## config.mk

```make
export PLATFORM = sky130hd
export DESIGN_NAME = orc_top
export DESIGN_NICKNAME = d
export VERILOG_FILES = /design/src/include/orc_pkg.sv /design/src/hw/orc_top.sv
export VERILOG_INCLUDE_DIRS = /design/src /design/src/include
export SDC_FILE = /design/constraint.sdc
export NUM_CORES = 1
export LEC_CHECK = 0
export BUFFER_PORTS_ARGS = -buffer_cell sky130_fd_sc_hd__buf_2
export CORE_MARGIN = 1.5
export CORE_UTILIZATION = 57
export DETAILED_ROUTE_END_ITERATION = 8
export HOLD_SLACK_MARGIN = 0.03
export PLACE_DENSITY = 0.85
export SETUP_SLACK_MARGIN = 0.5
export SLEW_MARGIN = 20
export SYNTH_ARGS = -nofsm -noshare
export SYNTH_HDL_FRONTEND = slang
export SYNTH_SLANG_ARGS = --single-unit
```

## constraint.sdc

```tcl
create_clock -name CORE_CLK -period 5.1 [get_ports CORE_CLK]
set_input_delay 0.51 -clock CORE_CLK [delete_from_list [all_inputs] [get_ports CORE_CLK]]
set_output_delay 0.51 -clock CORE_CLK [all_outputs]
set_load 0.02 [all_outputs]
```

## src/include/orc_cfg.svh

```systemverilog
// Offsets, field positions, reset values and timing counts of the over-range block
`ifndef ORC_CFG_SVH
`define ORC_CFG_SVH

`define ORC_ADDR_CTRL      4'h0
`define ORC_ADDR_STATUS    4'h4
`define ORC_ADDR_MASK      4'h8

`define ORC_CTRL_THR_LSB   0
`define ORC_CTRL_THR_MSB   11
`define ORC_CTRL_MINP_LSB  16
`define ORC_CTRL_MINP_MSB  19
`define ORC_CTRL_OVR_BIT   24
`define ORC_CTRL_SEL_LSB   25
`define ORC_CTRL_SEL_MSB   26
`define ORC_CTRL_DIS_BIT   27
`define ORC_CTRL_WMASK     32'h0F0F_0FFF
`define ORC_CTRL_RST       32'h0004_0600

`define ORC_STAT_EVT_LSB   0
`define ORC_STAT_LIVE_LSB  4
`define ORC_STAT_SEL_LSB   8
`define ORC_STAT_MODE_BIT  10
`define ORC_STAT_RUN_BIT   11
`define ORC_STAT_RST       3'h0
`define ORC_MASK_RST       3'h0

`define ORC_CLK_MHZ        25
`define ORC_REF_HALF_NS    80
`define ORC_REF_HALF_CYC   ((`ORC_REF_HALF_NS * `ORC_CLK_MHZ + 999) / 1000)

`endif

```

## src/include/orc_pkg.sv

```systemverilog
// Types shared by the over-range and clock-out block
package orc_pkg;

  typedef enum logic [1:0]
  {
    CM_FLAG = 2'b00,
    CM_REF  = 2'b01,
    CM_DIV2 = 2'b10,
    CM_DIV4 = 2'b11
  } orc_clk_mode_t;

  typedef struct packed
  {
    orc_clk_mode_t clk_sel;
    logic          pll_en;
    logic          pd;
  } orc_pins_t;

endpackage

```

## src/hw/orc_top.sv

```systemverilog
// Over-range flags for channels A to C with clock-out mux on channel C
// Functional notes
// RULE1: Each channel's flag goes high whenever its sample magnitude exceeds the threshold.
// RULE2: A raised flag stays high for at least the programmed minimum pulse length.
// RULE3: The channel B flag is only active in four- and two-channel builds, else held low. The code enables it in any build of two or more channels.
// RULE4: The channel C flag exists only in the four-channel build.
// RULE5: The channel C pin carries a clock only when selected by pins or registers and PLL enable is high.
// RULE6: With selection zero or clock-out disabled by register, the channel C pin carries the C flag.
// RULE7: Selection 1 gives the reference clock, 2 gives it halved and 3 gives it quartered.
// RULE8: The channel C clock runs from reset on the pin selection alone, with PLL enabled and no power-down.
// RULE9: Power-down stops the reference clock output and the channel C clock.
// RULE10: In clock mode the C flag never reaches a pin and divided clocks stay in step with the reference.
//
// Our own choices: the placing of the registers and the Avalon-MM slave port.
`include "orc_cfg.svh"

module orc_top
  import orc_pkg::*;
#(
  parameter int CHANNELS = 4
)
(
  // Clock and reset
  input  wire logic              CORE_CLK,
  input  wire logic              SYS_RST,
  // Avalon-MM slave
  input  wire logic [3:0]        AVS_ADDRESS,
  input  wire logic              AVS_READ,
  input  wire logic              AVS_WRITE,
  input  wire logic [31:0]       AVS_WRITEDATA,
  input  wire logic [3:0]        AVS_BYTEENABLE,
  output logic      [31:0]       AVS_READDATA,
  output logic                   AVS_WAITREQUEST,
  // Interrupt
  output logic                   IRQ,
  // Converter samples, index 0 is channel A
  input  wire logic [2:0][11:0]  CHAN_SAMPLE,
  // Configuration pins, asynchronous
  input  wire logic [1:0]        CLOCK_OUT_SELECT_PINS,
  input  wire logic              PLL_ENABLE_PIN,
  input  wire logic              POWER_DOWN_PIN,
  // Flag and clock outputs
  output logic                   CHAN_A_OVERRANGE_OUT,
  output logic                   CHAN_B_OVERRANGE_OUT,
  output logic                   CHAN_C_OVERRANGE_OR_CLOCK_OUT,
  output logic                   PLL_REFERENCE_CLOCK_OUT
);

  // Build variant: A always, B on two or more channels, C on four only
  localparam logic [2:0] CH_EN = {CHANNELS == 4, CHANNELS >= 2, 1'b1};
  localparam logic [3:0] REF_LAST = 4'(`ORC_REF_HALF_CYC - 1);

  // Pin synchronisers
  orc_pins_t pin_raw;
  orc_pins_t pin_meta_q;
  orc_pins_t pins_q;

  assign pin_raw = '{clk_sel: orc_clk_mode_t'(CLOCK_OUT_SELECT_PINS),
                     pll_en:  PLL_ENABLE_PIN,
                     pd:      POWER_DOWN_PIN};

  always_ff @(posedge CORE_CLK)
  begin
    if (SYS_RST)
    begin
      pin_meta_q <= '{clk_sel: CM_FLAG, pll_en: 1'b0, pd: 1'b1};
      pins_q     <= '{clk_sel: CM_FLAG, pll_en: 1'b0, pd: 1'b1};
    end
    else
    begin
      pin_meta_q <= pin_raw;
      pins_q     <= pin_meta_q;
    end
  end

  // Register file and bus state
  logic [31:0] ctrl_d, ctrl_q;
  logic [2:0]  status_d, status_q;
  logic [2:0]  mask_d, mask_q;
  logic        ack_d, ack_q;
  logic [31:0] rdata_d, rdata_q;
  logic        irq_d, irq_q;
  logic        req;
  logic        accept;
  logic [31:0] bemask;
  logic [31:0] stat_word;

  logic [11:0] thr;
  logic [3:0]  minp_eff;
  logic [2:0]  flags;
  logic [2:0]  flags_d;
  logic [2:0]  evt;

  // Clock generation state
  logic [3:0]    div_d, div_q;
  logic [2:0]    ph_d, ph_q;
  logic          c_out_d, c_out_q;
  logic          run;
  logic          tick;
  logic          mode_on;
  logic          clk_v;
  orc_clk_mode_t sel_eff;

  assign thr      = ctrl_q[`ORC_CTRL_THR_MSB:`ORC_CTRL_THR_LSB];
  // Zero would mean no hold at all, so treat it as one sample
  assign minp_eff = (ctrl_q[`ORC_CTRL_MINP_MSB:`ORC_CTRL_MINP_LSB] == 4'h0) ? 4'h1 :
                    ctrl_q[`ORC_CTRL_MINP_MSB:`ORC_CTRL_MINP_LSB];

  // Per-channel detection with minimum pulse hold
  for (genvar gi = 0; gi < 3; gi++)
  begin : g_ch
    logic [11:0] mag;
    logic        over;
    logic [3:0]  hold_d, hold_q;
    logic        flag_d, flag_q;

    always_comb
    begin
      mag    = CHAN_SAMPLE[gi][11] ? 12'(~CHAN_SAMPLE[gi] + 12'h001) : CHAN_SAMPLE[gi];
      // RULE1: threshold compare
      // RULE3: B gated by variant
      // RULE4: C gated by variant
      over   = CH_EN[gi] && (mag > thr);
      hold_d = hold_q;
      // RULE2: minimum pulse hold
      if (over)
        hold_d = minp_eff;
      else if (hold_q != 4'h0)
        hold_d = hold_q - 4'h1;
      flag_d = (hold_d != 4'h0);
    end

    always_ff @(posedge CORE_CLK)
    begin
      if (SYS_RST)
      begin
        hold_q <= 4'h0;
        flag_q <= 1'b0;
      end
      else
      begin
        hold_q <= hold_d;
        flag_q <= flag_d;
      end
    end

    assign flags[gi]   = flag_q;
    assign flags_d[gi] = flag_d;
    assign evt[gi]     = flag_d & ~flag_q;
  end

  // Clock selection and division
  always_comb
  begin
    run   = pins_q.pll_en & ~pins_q.pd;
    tick  = (div_q == REF_LAST);
    div_d = 4'h0;
    ph_d  = 3'h0;
    // RULE9: power-down stops clocks
    if (run)
    begin
      div_d = tick ? 4'h0 : div_q + 4'h1;
      // RULE10: one counter keeps divided clocks in step
      ph_d  = tick ? ph_q + 3'h1 : ph_q;
    end
    // RULE6: register disable forces the flag
    if (ctrl_q[`ORC_CTRL_DIS_BIT])
      sel_eff = CM_FLAG;
    else if (ctrl_q[`ORC_CTRL_OVR_BIT])
      sel_eff = orc_clk_mode_t'(ctrl_q[`ORC_CTRL_SEL_MSB:`ORC_CTRL_SEL_LSB]);
    else
      sel_eff = pins_q.clk_sel;
    // RULE7: ratio by selection
    unique case (sel_eff)
      CM_FLAG: clk_v = 1'b0;
      CM_REF:  clk_v = ph_d[0];
      CM_DIV2: clk_v = ph_d[1];
      CM_DIV4: clk_v = ph_d[2];
    endcase
    // RULE5: clock only with PLL enabled
    mode_on = pins_q.pll_en && (sel_eff != CM_FLAG);
    // RULE10: flag hidden in clock mode
    c_out_d = mode_on ? clk_v : flags_d[2];
  end

  always_ff @(posedge CORE_CLK)
  begin
    if (SYS_RST)
    begin
      div_q   <= 4'h0;
      ph_q    <= 3'h0;
      c_out_q <= 1'b0;
    end
    else
    begin
      div_q   <= div_d;
      ph_q    <= ph_d;
      c_out_q <= c_out_d;
    end
  end

  assign CHAN_A_OVERRANGE_OUT          = flags[0];
  assign CHAN_B_OVERRANGE_OUT          = flags[1];
  assign CHAN_C_OVERRANGE_OR_CLOCK_OUT = c_out_q;
  assign PLL_REFERENCE_CLOCK_OUT       = ph_q[0];

  // Bus slave: one wait state on every access
  assign req             = AVS_READ | AVS_WRITE;
  assign accept          = req & ack_q;
  assign AVS_WAITREQUEST = req & ~ack_q;
  assign AVS_READDATA    = rdata_q;
  assign IRQ             = irq_q;
  assign bemask          = {{8{AVS_BYTEENABLE[3]}}, {8{AVS_BYTEENABLE[2]}},
                            {8{AVS_BYTEENABLE[1]}}, {8{AVS_BYTEENABLE[0]}}};

  always_comb
  begin
    stat_word = 32'h0000_0000;
    stat_word[`ORC_STAT_EVT_LSB +: 3]  = status_q;
    stat_word[`ORC_STAT_LIVE_LSB +: 3] = flags;
    stat_word[`ORC_STAT_SEL_LSB +: 2]  = sel_eff;
    stat_word[`ORC_STAT_MODE_BIT]      = mode_on;
    stat_word[`ORC_STAT_RUN_BIT]       = run;

    ack_d   = req & ~ack_q;
    rdata_d = rdata_q;
    if (AVS_READ && !ack_q)
    begin
      unique case (AVS_ADDRESS)
        `ORC_ADDR_CTRL:   rdata_d = ctrl_q;
        `ORC_ADDR_STATUS: rdata_d = stat_word;
        `ORC_ADDR_MASK:   rdata_d = {29'h0, mask_q};
        default:          rdata_d = 32'h0000_0000;
      endcase
    end

    ctrl_d = ctrl_q;
    mask_d = mask_q;
    if (accept && AVS_WRITE && AVS_ADDRESS == `ORC_ADDR_CTRL)
      ctrl_d = ((ctrl_q & ~bemask) | (AVS_WRITEDATA & bemask)) & `ORC_CTRL_WMASK;
    if (accept && AVS_WRITE && AVS_ADDRESS == `ORC_ADDR_MASK && AVS_BYTEENABLE[0])
      mask_d = AVS_WRITEDATA[2:0];

    // Clear only what the reader saw; a new event wins over the clear
    status_d = status_q;
    if (accept && AVS_READ && AVS_ADDRESS == `ORC_ADDR_STATUS)
      status_d = status_q & ~rdata_q[`ORC_STAT_EVT_LSB +: 3];
    status_d = status_d | evt;
    irq_d    = |(status_d & mask_d);
  end

  always_ff @(posedge CORE_CLK)
  begin
    if (SYS_RST)
    begin
      ctrl_q   <= `ORC_CTRL_RST;
      status_q <= `ORC_STAT_RST;
      mask_q   <= `ORC_MASK_RST;
      ack_q    <= 1'b0;
      rdata_q  <= 32'h0000_0000;
      irq_q    <= 1'b0;
    end
    else
    begin
      ctrl_q   <= ctrl_d;
      status_q <= status_d;
      mask_q   <= mask_d;
      ack_q    <= ack_d;
      rdata_q  <= rdata_d;
      irq_q    <= irq_d;
    end
  end

  // Helper: length of the latest channel A pulse
  logic [4:0] hi_cnt_q;

  always_ff @(posedge CORE_CLK)
  begin
    if (SYS_RST)
      hi_cnt_q <= 5'h00;
    else if (!flags[0])
      hi_cnt_q <= 5'h00;
    else if (hi_cnt_q != 5'h1F)
      hi_cnt_q <= hi_cnt_q + 5'h01;
  end
endmodule

```

# After elaboration in Yosys (flattened, before gate mapping)
# Cells that the tools add are included.
[totals]
out_inout_bits = 38
inputBits = 84
regBits = 91
wordCells = 102
[classes]
n_addsub = 8
bitwise_logic = 24
order_cmp = 3
reduce_logical = 21
muxes = 19
n_eq_ne = 6
[ops]
columns = ["cell", "count"]
rows = [
  ["28-bit one-hot mux with 3 select lines", 1],
  ["28-bit AND", 2],
  ["12-bit by 1-bit adder with 12-bit output, second input constant", 3],
  ["12-bit greater-than comparator", 3],
  ["12-bit two-way mux", 3],
  ["12-bit inverter", 3],
  ["4-bit two-way mux", 7],
  ["28-bit inverter", 1],
  ["28-bit bitwise OR", 1],
  ["4-bit nonzero test", 6],
  ["3-bit two-way mux", 4],
  ["4-bit by 1-bit subtractor with 4-bit output, second input constant", 3],
  ["1-bit logical AND", 8],
  ["4-bit zero test", 2],
  ["1-bit AND", 6],
  ["3-bit AND", 2],
  ["1-bit inverter", 6],
  ["3-bit OR reduction", 2],
  ["4-bit by 1-bit adder with 4-bit output, second input constant", 1],
  ["2-bit == test, second input constant", 2],
  ["4-bit by 1-bit == test with 1-bit output, second input constant", 1],
  ["4-bit by 3-bit == test with 1-bit output, second input constant", 1],
  ["4-bit == test, second input constant", 1],
  ["2-bit two-way mux", 2],
  ["other kinds (10)", 10],
]

# Logic depth before layout (Yosys ltp)
# Gate-level depths: netlist of the first run.
[logic_depth]
word_depth = 10
depth_mapped = 16
depth_no_buf = 15

# Worst setup path after synthesis of the first run
# No wires, ideal clock.
[synth_timing]
kind = "input -> register"
startpoint = "input port CHAN_SAMPLE[17] (netlist bit)"
endpoint = "register irq_q (netlist: IRQ)"
slack_ns = 1.689
cell_stages = 13
path_buffers = 1
setup_time_ns = 0.120
arrival_ns = 3.291
required_ns = 4.980
cell_sequence = "or4_1 or4_1 o21ai_0 xnor2_1 ha_1 a21oi_1 o21a_1 o211ai_1 o21a_1 clkbuf_1 nor3_1 nor2_1 a211o_1"
[synth_via]
elab_chain_cells = 10
[synth_rtl]
columns = ["element", "line_no", "text"]
rows = [
  ["start, declared", "orc_top.sv:37", "input wire logic [2:0][11:0] CHAN_SAMPLE,"],
  ["12-bit inverter", "orc_top.sv:119", "mag = CHAN_SAMPLE[gi][11] ? 12'(~CHAN_SAMPLE[gi] + 12'h001) : CHAN_SAMPLE[gi];"],
  ["12-bit by 1-bit adder with 12-bit output", "orc_top.sv:119", ""],
  ["12-bit two-way mux *", "orc_top.sv:119", ""],
  ["12-bit greater-than comparator *", "orc_top.sv:123", "over = CH_EN[gi] && (mag > thr);"],
  ["4-bit two-way mux *", "orc_top.sv:126", "if (over)"],
  ["4-bit nonzero test *", "orc_top.sv:130", "flag_d = (hold_d != 4'h0);"],
  ["1-bit AND *", "orc_top.sv:149", "assign evt[gi] = flag_d & ~flag_q;"],
  ["3-bit bitwise OR *", "orc_top.sv:248", "status_d = status_d | evt;"],
  ["3-bit AND *", "orc_top.sv:249", "irq_d = |(status_d & mask_d);"],
  ["3-bit OR reduction *", "orc_top.sv:249", ""],
  ["end signal, assigned", "orc_top.sv:270", "irq_q <= irq_d;"],
  ["end, declared", "orc_top.sv:82", "logic irq_d, irq_q;"],
]
# Mark *: on every way between the ends. The rest lies on a longest branch, timed or not.
# A chain may end at the register's enable or synchronous reset.

# Final worst setup path of the first run
# Ends and elaborated chain as after synthesis.

==> results of run 1 <==
## synth_stat cells, types with 11 or more instances
cell / instances
ha_1: 45
inv_1: 29
xnor2_1: 32
nor3_1: 16
nand2_1: 56
dfxtp_1: 79
nand2b_1: 11
o21ai_0: 13
a21oi_1: 58
buf_4: 12
mux2i_1: 18
nor2b_1: 17
nor2_1: 65
nand3_1: 28
clkbuf_1: 14
## per-layer routing
layer	share of wire, %	wire (um)	vias to the layer above	track usage [%]
met5	0	0	-	0
met4	2.3	271	0	10.7
met3	5.9	707	27	4.86
met2	50	5960	161	48.2
met1	42	4950	2118	31.3
li1	-	-	2250	-
## power by group
| group | leakage [nW] | internal (mW) | switching [mW] | total, mW |
|---|---|---|---|---|
| sequential | 0.643 | 0.685 | 0.0605 | 0.745 |
| combinational | 1.61 | 0.276 | 0.371 | 0.647 |
| clock | 0.103 | 0.242 | 0.232 | 0.474 |
| total | 2.36 | 1.20 | 0.664 | 1.87 |
## cells by family after synthesis
kind of cell | count (synthesis) | share of synthesized area (%)
buf+inv | 63 | 6.50
flops | 79 | 32.4
other cells | 1 | 0.0767
fa+ha+maj | 45 | 11.5
mux | 21 | 4.38
simple gates | 233 | 23.5
xor+xnor | 34 | 6.09
compound gates | 120 | 15.5
## cell type report
cell class | count | area, sq um
inverters | 29 | 109
flip-flops and latches | 79 | 1580
multi-input cells | 465 | 3030
fillers | 690 | 2700
clock inverters | 6 | 68.8
clock buffers | 10 | 138
repair buffers | 99 | 500
well taps | 105 | 131
## worst max-delay path, stage by stage
cell      delay (ns)
buf_2           0.12
or4_1           0.58
or4_1           0.48
o21ai_0         0.23
xnor2_1         0.15
ha_1            0.26
a21oi_1         0.18
o21a_1          0.16
o211ai_1        0.09
o21a_1          0.33
nor3_1          0.22
nor2_1          0.09
a211o_1         0.29
## worst max path at each step
| stage | slack, ns | cells past startpoint | from | to |
|---|---|---|---|---|
| floorplan | 1.69 | 13 | CHAN_SAMPLE[17] | IRQ |
| global placement | 1.34 | 13 | CHAN_SAMPLE[28] | CHAN_C_OVERRANGE_OR_CLOCK_OUT |
| detailed placement | 1.28 | 13 | CHAN_SAMPLE[28] | CHAN_C_OVERRANGE_OR_CLOCK_OUT |
| CTS | 1.66 | 13 | CHAN_SAMPLE[28] | CHAN_C_OVERRANGE_OR_CLOCK_OUT |
| global route | 1.34 | 16 | CHAN_SAMPLE[24] | IRQ |
| finish | 1.63 | 13 | CHAN_SAMPLE[17] | IRQ |
## metrics by stage
stage          hold slack [ns]  worst slack, ns  std cells  utilization, %  area [sq um]
2_1_floorplan            0.389             1.69        607               -          4930
3_3_place_gp             0.395             1.34        777            64.8          5350
3_5_place_dp             0.422             1.28        777            64.8          5350
4_1_cts                  0.332             1.66        793            67.3          5560
5_1_grt                  0.354             1.34        793            67.3          5560
6_report                 0.341             1.63        793            67.3          5560
==> summary.md, run 1 <==
| Metric | Value |
|---|---|
| First-pass GRT wire length | 19000 um |
| Cell Area, Synth | between 4000 and 5000 sq um |
| Drt total wl | about 12000 um |
| Share of layout cells above drive strength 1 | approximately a fifth |
| Routed Antenna Nets | 0 |
| Min-delay src | POWER_DOWN_PIN |
| Port Buf Inserts | 97 |
| Syn. warnings | 0 |
| Die Wd | approximately 96 um |
| Starting DRC count in detailed routing | approximately 260 |
| Peak VDD IR | between 200 and 300 uV |
| CP Max Fanout | 9 |
| R2r worst-path depth | 9 |
| GRT Overall Usage | 26.9% |
| Setup TNS | 0 ns |
| Hold buffers post-CTS | 0 |
| Final hold vios | 0 |
| Asr flop ratio synth | 0% |
| Worst Path Class, Setup | input pin to register |
| Hold Path Class | input pin to register |
| ANT cells | 0 |
| Lkg Pwr | around 2.4 nW |
| Area Growth Syn to Fin | 13.7% |
| Setup Skew | 0.00848 ns |
| DP HPWL | between 9000 and 10000 um |
| Hold Path Stages | 2 |
| Max-cap viol count | 0 |
| Worst-margin pin slew | ~1 ns |
| Number of synthesized flops with an enable pin | 0 |
| RSZ-0062 raised after global routing | false |
| Clock Latency Late Sink | 0.35 ns |
| Total grt overflow | 0 |
| Relative slew slack | approximately a third |
| Final Cycle Share | between 60% and 70% |
| Area share of the largest cell type after synthesis | between 30% and 40% |
| Gp weighted congestion | ~0.90 |
| Syn Inst Count | ~600 |
| Io pins | between 100 and 150 |
| Die height | ~96 um |
| Antenna violations before repair | 0 |
| Final setup violation count | 0 |
| # clock sinks | 79 |
| NumNets Final | between 800 and 900 |
| Status | finished, final reports clean |
| Slew Viols, Final | 0 |
| Main flop type after synthesis | dfxtp_1 |
| Die ar. | a little over 9000 sq um |
| Crit. End Element | register |
| Clock period minus worst slack | between 3 and 4 ns |
| Pwr per Cell Area | 336 nW/um^2 |
| Commonest cells after routing, fill and taps aside | 97 x buf_2, 79 x dfxtp_1, 65 x nor2_1 |
| # rows | 33 |
| Post-synthesis sequential area ratio | 32.4% |
| Commonest non-fill, non-tap cell in the layout | buf_2 |
| Largest area contributor in the netlist | dfxtp_1 |
| Post-DR vias/cell | 5.75 |
| Clock Tree Buf Depth | 2 |
| Post-CTS setup buffers | 0 |
| Num CTS Buffers | 9 |
| Reg2reg end | IRQ |
| Largest net degree at the start of global routing | 71 |
| DRT Pass-1 Iters | 5 |
| R2R setup slack | between 2 and 3 ns |
| Core area | around 8300 sq um |
| Max frequency | about 290 MHz |
| CTS H-tree depth | 3 |
| Clock transition at path regs | 0.08 ns |
| WP data arrival | about 3.7 ns |
| Clock root buffer | clkbuf_8 |
| Vias after detailed routing | between 4000 and 5000 |
| Avg Cell Area, Syn | 8.20 sq um |
| Initial Utilization | about 60% |
| Vias in the first global route | approximately 4200 |
| DRC | 0 |
| Hold endpoint | pin_meta_q[0] |
| #FFs+latches synth | between 70 and 80 |
| Total power | ~1.9 mW |
| Setup crit start kind | input pin |
| Wirelength per Cell | ~15 um |
| Critical Path RT | around 5.3 ns |
| Post-cts resize count | 0 |
| Netlist cell types | 53 |
| Synth area leaders | dfxtp_1 32%, ha_1 12%, a21oi_1 5.9% |
| TritonCTS clock tree | done |
(Power assumes the default switching activity.)
==> run 2, diff against run 1 <==
- CORE_UTILIZATION: 57 -> 49
- PLACE_DENSITY: 0.85 -> 0.77
- clock period: 5.1 -> 3.1 ns (I/O delays scaled with it)
==> run 2 against run 1 <==
  * Die area grew 16%
  * Global-route usage down 2.8 points
  * Combinational power up 99%
  * First-iteration DRC count down 32%
  * Cell area rose by 9.6%
  * Register-to-register slack worse by 1.9 ns
  * Worst hold slack got worse by 0.18 ns
  * Cell count increased by 6.4%
  * Largest cell class unchanged
  * Via count rose by 2.0%
  * Clock skew is essentially flat
  * Routed wire length rose by 7.4%
  * Sequential power is 66% higher
==> summary.md, run 2 (same netlist as run 1, synthesis figures left out) <==
| Metric | Value |
|---|---|
| Status | finished, final reports clean |
| Pre-CTS WS | -0.189 ns |
| # rows | 36 |
| First-pass GRT wire length | about 20000 um |
| Crit. End Element | register |
| Largest net degree at the start of global routing | 70 |
| Reg area | about 1600 sq um |
| Lkg Pwr | 2.55 nW |
| Antenna violations before repair | 0 |
| Final Cycle Share | a little over nine tenths |
| Share of layout cells above drive strength 1 | ~28% |
| Final setup violation count | 0 |
| CP peak stage delay | roughly 0.53 ns |
| Routed Antenna Nets | 0 |
| DRT Pass-1 Iters | 5 |
| GRT Overall Usage | approximately a quarter |
| Final Hold Slack | 0.163 ns |
| Initial Utilization | approximately half |
| Clock Tree Buf Depth | 2 |
| # clock sinks | a little under 80 |
| DP HPWL | about 9700 um |
| Gp weighted congestion | a little over 0.9 |
| Core area | 9730 sq um |
| WP data arrival | between 3 and 4 ns |
| Die height | between 100 and 150 um |
| Crit path buf inv count | 1 |
| Clock period minus worst slack | approximately 3 ns |
| R2R setup slack | approximately 0.8 ns |
| Total power | 3.30 mW |
| RSZ-0062 raised after global routing | true |
| Setup Skew | 0.00805 ns |
| ANT cells | 0 |
| Final non-filler cell total | ~840 |
| Clock Latency Late Sink | 0.33 ns |
| Placed Area | between 5000 and 6000 sq um |
| Worst-margin pin slew | between 0.7 and 0.8 ns |
| Peak VDD IR | roughly 390 uV |
| Wirelength per Cell | ~15 um |
| Max-cap viol count | 0 |
| Top delay family on crit path | simple AND/OR/NAND/NOR gates |
| Vias after detailed routing | 4647 |
| Fin area | around 6100 sq um |
| Io pins | approximately 120 |
| Worst Path Class, Setup | input pin to register |
| Final hold vios | 0 |
| Pwr per Cell Area | ~540 nW/um^2 |
| Starting DRC count in detailed routing | between 150 and 200 |
| CP Max Fanout | 3 |
| Critical Path RT | roughly 3.3 ns |
| Commonest cells after routing, fill and taps aside | 93 x buf_2, 79 x dfxtp_1, 58 x nor2_1 |
| Crit path max-delay cell type | or4_4 |
| CP cell instances | buf_6 > or4_4 > or4_4 > nor4_4 > ha_1 > a21oi_2 > o21a_1 > o211ai_1 > o21a_1 > nor3_2 > nor2_2 > a211o_1 |
| Cell count after placement | 823 |
| CTS H-tree depth | 3 |
| Vias in the first global route | roughly 4400 |
| Post-DR vias/cell | about 5.5 |
| Area Growth Syn to Fin | 24.7% |
| Die ar. | around 11000 sq um |
| Relative slew slack | 51.8% |
| Clock transition at path regs | around 0.08 ns |
| Fillers | 838 |
| Num CTS Buffers | 9 |
| Commonest non-fill, non-tap cell in the layout | buf_2 |
| DRC | 0 |
| Max frequency | around 340 MHz |
| Setup crit start kind | input pin |
| Slew Viols, Final | 0 |
| Worst Slack Setup Final | 0.150 ns |
| Multi-input logic area | between 3000 and 4000 sq um |
| Clock root buffer | clkbuf_8 |
| NumNets Final | 835 |
| Total grt overflow | 0 |
| Port Buf Inserts | 97 |
| Drt total wl | approximately 13000 um |
| TritonCTS clock tree | done |
| Die Wd | 103 um |
| Hold buffers post-CTS | 0 |
| Hold Path Class | input pin to register |
-- run 2: cell types whose count changed in the layout (fill, tap and decap cells not counted), moves of 4 or more --
cell / change
or3_1: -4
a21oi_1: -10
buf_4: +21
buf_2: -4
nor2_1: -7
a21oi_2: +10
or3_4: +4
nor2_2: +6
buf_6: +5
-- run 2: final cells by class --
| class | instances | share of cell area [%] |
|---|---|---|
| timing repair buffer | 122 | 11.6 |
| tap | 133 | 2.73 |
| clock buffer | 10 | 2.26 |
| sequential | 79 | 26.0 |
| inverter | 29 | 1.91 |
| clock inverter | 6 | 1.15 |
| multi-input combinational | 465 | 54.4 |
-- run 2: path summary, 6_finish.rpt --
| path | cells after the start | from | end |
|---|---|---|---|
| worst min register to register | 1 | pin_meta_q[0] | pins_q[0] |
| worst min-delay path | 2 | POWER_DOWN_PIN | pin_meta_q[0] |
| worst max-delay path | 12 | CHAN_SAMPLE[17] | IRQ |
| worst max register to register | 9 | register | CHAN_C_OVERRANGE_OR_CLOCK_OUT |
-- run 2: layer usage --
| metal | vias to the layer above | wire [um] | global-route usage, % |
|---|---|---|---|
| met3 | 29 | 667 | 4.00 |
| met5 | - | 0 | 0 |
| li1 | 2299 | - | - |
| met4 | 0 | 348 | 9.46 |
| met1 | 2152 | 5300 | 28.7 |
| met2 | 167 | 6460 | 43.4 |
-- run 2: per-stage QoR --
step / util [%] / TNS, ns
2_1_floorplan: - / 0
3_3_place_gp: 58.3 / -0.295
3_5_place_dp: 58.3 / -1.03
4_1_cts: 62.3 / 0
5_1_grt: 62.6 / 0
6_report: 62.6 / 0
-- run 2: worst reg2reg max path, cell delays in order, from the launching register on --
cell and delay (ns):
dfxtp_1 0.36, inv_1 0.12, ha_1 0.32, nor2b_1 0.14, o211ai_1 0.18, a21oi_1 0.11
o311a_4 0.42, nor3_4 0.19, nor2_1 0.09, mux2_2 0.29
-- run 2: repair_timing --
item / 4_1_cts / 5_1_grt
pin swaps: 7 / 2
cloned: 0 / 0
resized for setup: 27 / 8
setup buffers: 5 / 0
setup endpoints to repair: 17 / 17
-- run 2: where the power goes --
| group | internal (mW) | leakage [nW] | switching (mW) | total (mW) |
|---|---|---|---|---|
| sequential | 1.13 | 0.643 | 0.113 | 1.24 |
| clock | 0.398 | 0.106 | 0.371 | 0.769 |
| combinational | 0.587 | 1.80 | 0.705 | 1.29 |
| total | 2.11 | 2.55 | 1.19 | 3.30 |
==> run 3, diff against run 2 <==
- ABC_AREA: not set -> 1
- CORE_MARGIN: 1.5 -> not set
==> run 3 against run 2 <==
  * Worst setup slack gained 0.18 ns
  * Highest routed layer unchanged
  * Sequential cell count stayed put
  * Synthesized cell count rose by 21%
  * Fmax rose by 6.5%
  * Combinational power increased by 6%
  * Register-to-register slack is essentially flat
  * Count of clock-buffer cells in the layout down 1
==> summary.md, run 3 <==
| Metric | Value |
|---|---|
| Cell Area, Synth | a little over 5000 sq um |
| Core area | slightly below 10000 sq um |
| Crit. End Element | register |
| Main flop type after synthesis | dfxtp_1 |
| Met2 usage | 37.1% |
| Largest net degree at the start of global routing | 48 |
| DRT Pass-1 Iters | 5 |
| Final non-filler cell total | 964 |
| Clock period minus worst slack | ~2.8 ns |
| Combinational power share | 41.9% |
| Routed Antenna Nets | 0 |
| CP Max Fanout | 5 |
| Wirelength per Cell | approximately 12 um |
| Most frequent cell after synthesis | nand2_1 |
| Core Util, Final | between 60% and 70% |
| Worst-margin pin slew | 0.874 ns |
| Asr flop ratio synth | 0% |
| Setup Skew | around 0.0062 ns |
| Clock root buffer | clkbuf_8 |
| Clock Tree Buf Depth | 2 |
| Num CTS Buffers | 9 |
| Hold Path Stages | 2 |
| Avg Cell Area, Syn | ~7 sq um |
| Initial Utilization | around 51% |
| Switching Share | between 30% and 40% |
| Die height | around 100 um |
| TritonCTS clock tree | done |
| Largest area contributor in the netlist | dfxtp_1 |
| Clock power frac | roughly a fifth |
| DP HPWL | 9130 um |
| Max frequency | roughly 360 MHz |
| Syn Inst Count | approximately 720 |
| Share of layout cells above drive strength 1 | between 20% and 30% |
| Starting DRC count in detailed routing | ~270 |
| Vias in the first global route | approximately 4300 |
| Clock Latency Late Sink | roughly 0.35 ns |
| Fin area | between 6000 and 7000 sq um |
| Reg power frac | between 30% and 40% |
| Io pins | approximately 120 |
| Post-synthesis sequential area ratio | 31.1% |
| Synth top cells by count | 146 x nand2_1, 92 x inv_1, 79 x dfxtp_1, 78 x a21oi_1, 61 x nor2_1 |
| Worst Path Class, Setup | input pin to register |
| Final setup violation count | 0 |
| Final Cycle Share | between 80% and 90% |
| GRT Overall Usage | around 22% |
| #FFs+latches synth | 79 |
| Slew Viols, Final | 0 |
| Pint | ~2.0 mW |
| Placed Area | between 5000 and 6000 sq um |
| Hold Path Class | input pin to register |
| Commonest cells after routing, fill and taps aside | 130 x nand2_1, 93 x buf_2, 86 x inv_1 |
| Cell count after placement | around 940 |
| Syn. warnings | 0 |
| Setup crit start kind | input pin |
| Critical Path RT | between 3 and 4 ns |
| Psw | 1.31 mW |
| Peak VDD IR | around 410 uV |
| WP data arrival | roughly 3.0 ns |
| Vias after detailed routing | about 4800 |
| Port Buf Inserts | 97 |
| Number of synthesized flops with an enable pin | 0 |
| Hold buffers post-CTS | 0 |
| Status | finished, final reports clean |
| R2r worst-path depth | 13 |
| Met3 Track Usage GR | 3.38% |
| Area share of the largest cell type after synthesis | between 30% and 40% |
| Final hold vios | 0 |
| First-pass GRT wire length | approximately 19000 um |
| Clock transition at path regs | 0.09 ns |
| Commonest non-fill, non-tap cell in the layout | nand2_1 |
| Area Growth Syn to Fin | 20.6% |
| Antenna violations before repair | 0 |
| RSZ-0062 raised after global routing | true |
| Post-DR vias/cell | around 5 |
| Total grt overflow | 0 |
| Relative slew slack | 41.6% |
| Most Used Layer, Global Route | met2 |
| Lkg Pwr | roughly 2.9 nW |
| Netlist cell types | 43 |
| Max-cap viol count | 0 |
| DRC | 0 |
| Gp weighted congestion | between 0.8 and 0.9 |
| Drt total wl | about 12000 um |
| Met1 Resource Use GR | roughly 30% |
| Die Wd | approximately 100 um |
| ANT cells | 0 |
| Synth area leaders | dfxtp_1 31%, ha_1 11%, nand2_1 11% |
| NumNets Final | between 900 and 1000 |
| Die ar. | approximately 11000 sq um |
| # clock sinks | slightly below 80 |
| Pwr per Cell Area | about 530 nW/um^2 |
| Setup TNS | 0 ns |
| CTS H-tree depth | 3 |
| # rows | 36 |
==> run 3: changes by cell type after synthesis, moves of 8 or more <==
| cell | delta |
|---|---|
| nand2b_1 | -11 |
| mux2i_1 | -17 |
| nand2_2 | +13 |
| or3_1 | -8 |
| a21oi_1 | +20 |
| xnor2_1 | -23 |
| nand2_1 | +90 |
| a22oi_1 | -10 |
| o21ai_0 | +15 |
| xor2_1 | +21 |
| inv_1 | +63 |
| o21ai_1 | +18 |
| nor2b_1 | -17 |
==> run 3: path summary, 6_finish.rpt <==
check             startpoint             to  slack (ns)
max reg2reg         register            IRQ        0.78
max          CHAN_SAMPLE[13]            IRQ        0.33
min reg2reg    pin_meta_q[2]      pins_q[2]        0.40
min           POWER_DOWN_PIN  pin_meta_q[0]        0.15
==> run 3: power by group through the flow <==
stage,Sequential (mW),Combinational (mW),Clock (mW)
floorplan,1.25,0.881,0
global placement,1.23,1.15,0
detailed placement,1.23,1.16,0
CTS,1.20,1.17,0.707
global route,1.22,1.56,0.753
finish,1.20,1.37,0.700
==> run 3: cells by family (layout without fill, tap and decap cells) <==
family | after synthesis | in the layout | synth area share [%]
compound gates | 141 | 141 | 14.6
xor+xnor | 32 | 32 | 5.51
fa+ha+maj | 45 | 45 | 11.1
buf+inv | 127 | 224 | 10.3
flops | 79 | 79 | 31.1
mux | 1 | 1 | 0.197
other cells | 1 | 12 | 0.0738
simple gates | 297 | 297 | 27.1
==> run 3: what timing repair did <==
action	in CTS	in global routing
resized for setup	3	58
buffers inserted	0	6
endpoints found under the setup margin	3	8
pin swaps	0	34
==> run 3: cell type report <==
| type | count | area, sq um |
|---|---|---|
| clock buffer | 9 | 124 |
| clock inverter | 7 | 56.3 |
| fill | 929 | 3780 |
| inverter | 102 | 393 |
| multi-input combinational | 528 | 3220 |
| sequential | 79 | 1580 |
| tap | 133 | 166 |
| timing repair buffer | 106 | 586 |
==> run 3: worst max-delay path: stages <==
cell and delay, ns:
buf_8 0.10, inv_4 0.05, ha_4 0.12, inv_2 0.04, nor3_2 0.18, nor3b_2 0.18, inv_1 0.07, nor3_2 0.22
nor2_1 0.08, xor2_1 0.18, ha_1 0.30, nand2_2 0.07, nor2_4 0.12, and2_4 0.16, nand2_4 0.05, nand3_4 0.09
nand2_4 0.09, nand2_4 0.07, nand2_2 0.06, nor2_4 0.11, nand2_1 0.08, nand2_2 0.09, nand2_2 0.05, nand3_2 0.06
nand3_2 0.08
==> run 3: metal layers <==
metal | share of wire, % | wire [um]
met4 | 1.8 | 218
met2 | 47 | 5540
met3 | 5.5 | 652
met5 | 0 | 0
met1 | 46 | 5460
==> run 3: per-stage QoR <==
step / hold WS (ns) / setup WS, ns / power (mW)
floorplan: 0.388 / 0.462 / 2.13
global placement: 0.389 / 0.0245 / 2.37
detailed placement: 0.399 / -0.0359 / 2.39
CTS: 0.143 / 0.395 / 3.08
global route: 0.145 / 0.130 / 3.53
finish: 0.146 / 0.331 / 3.28
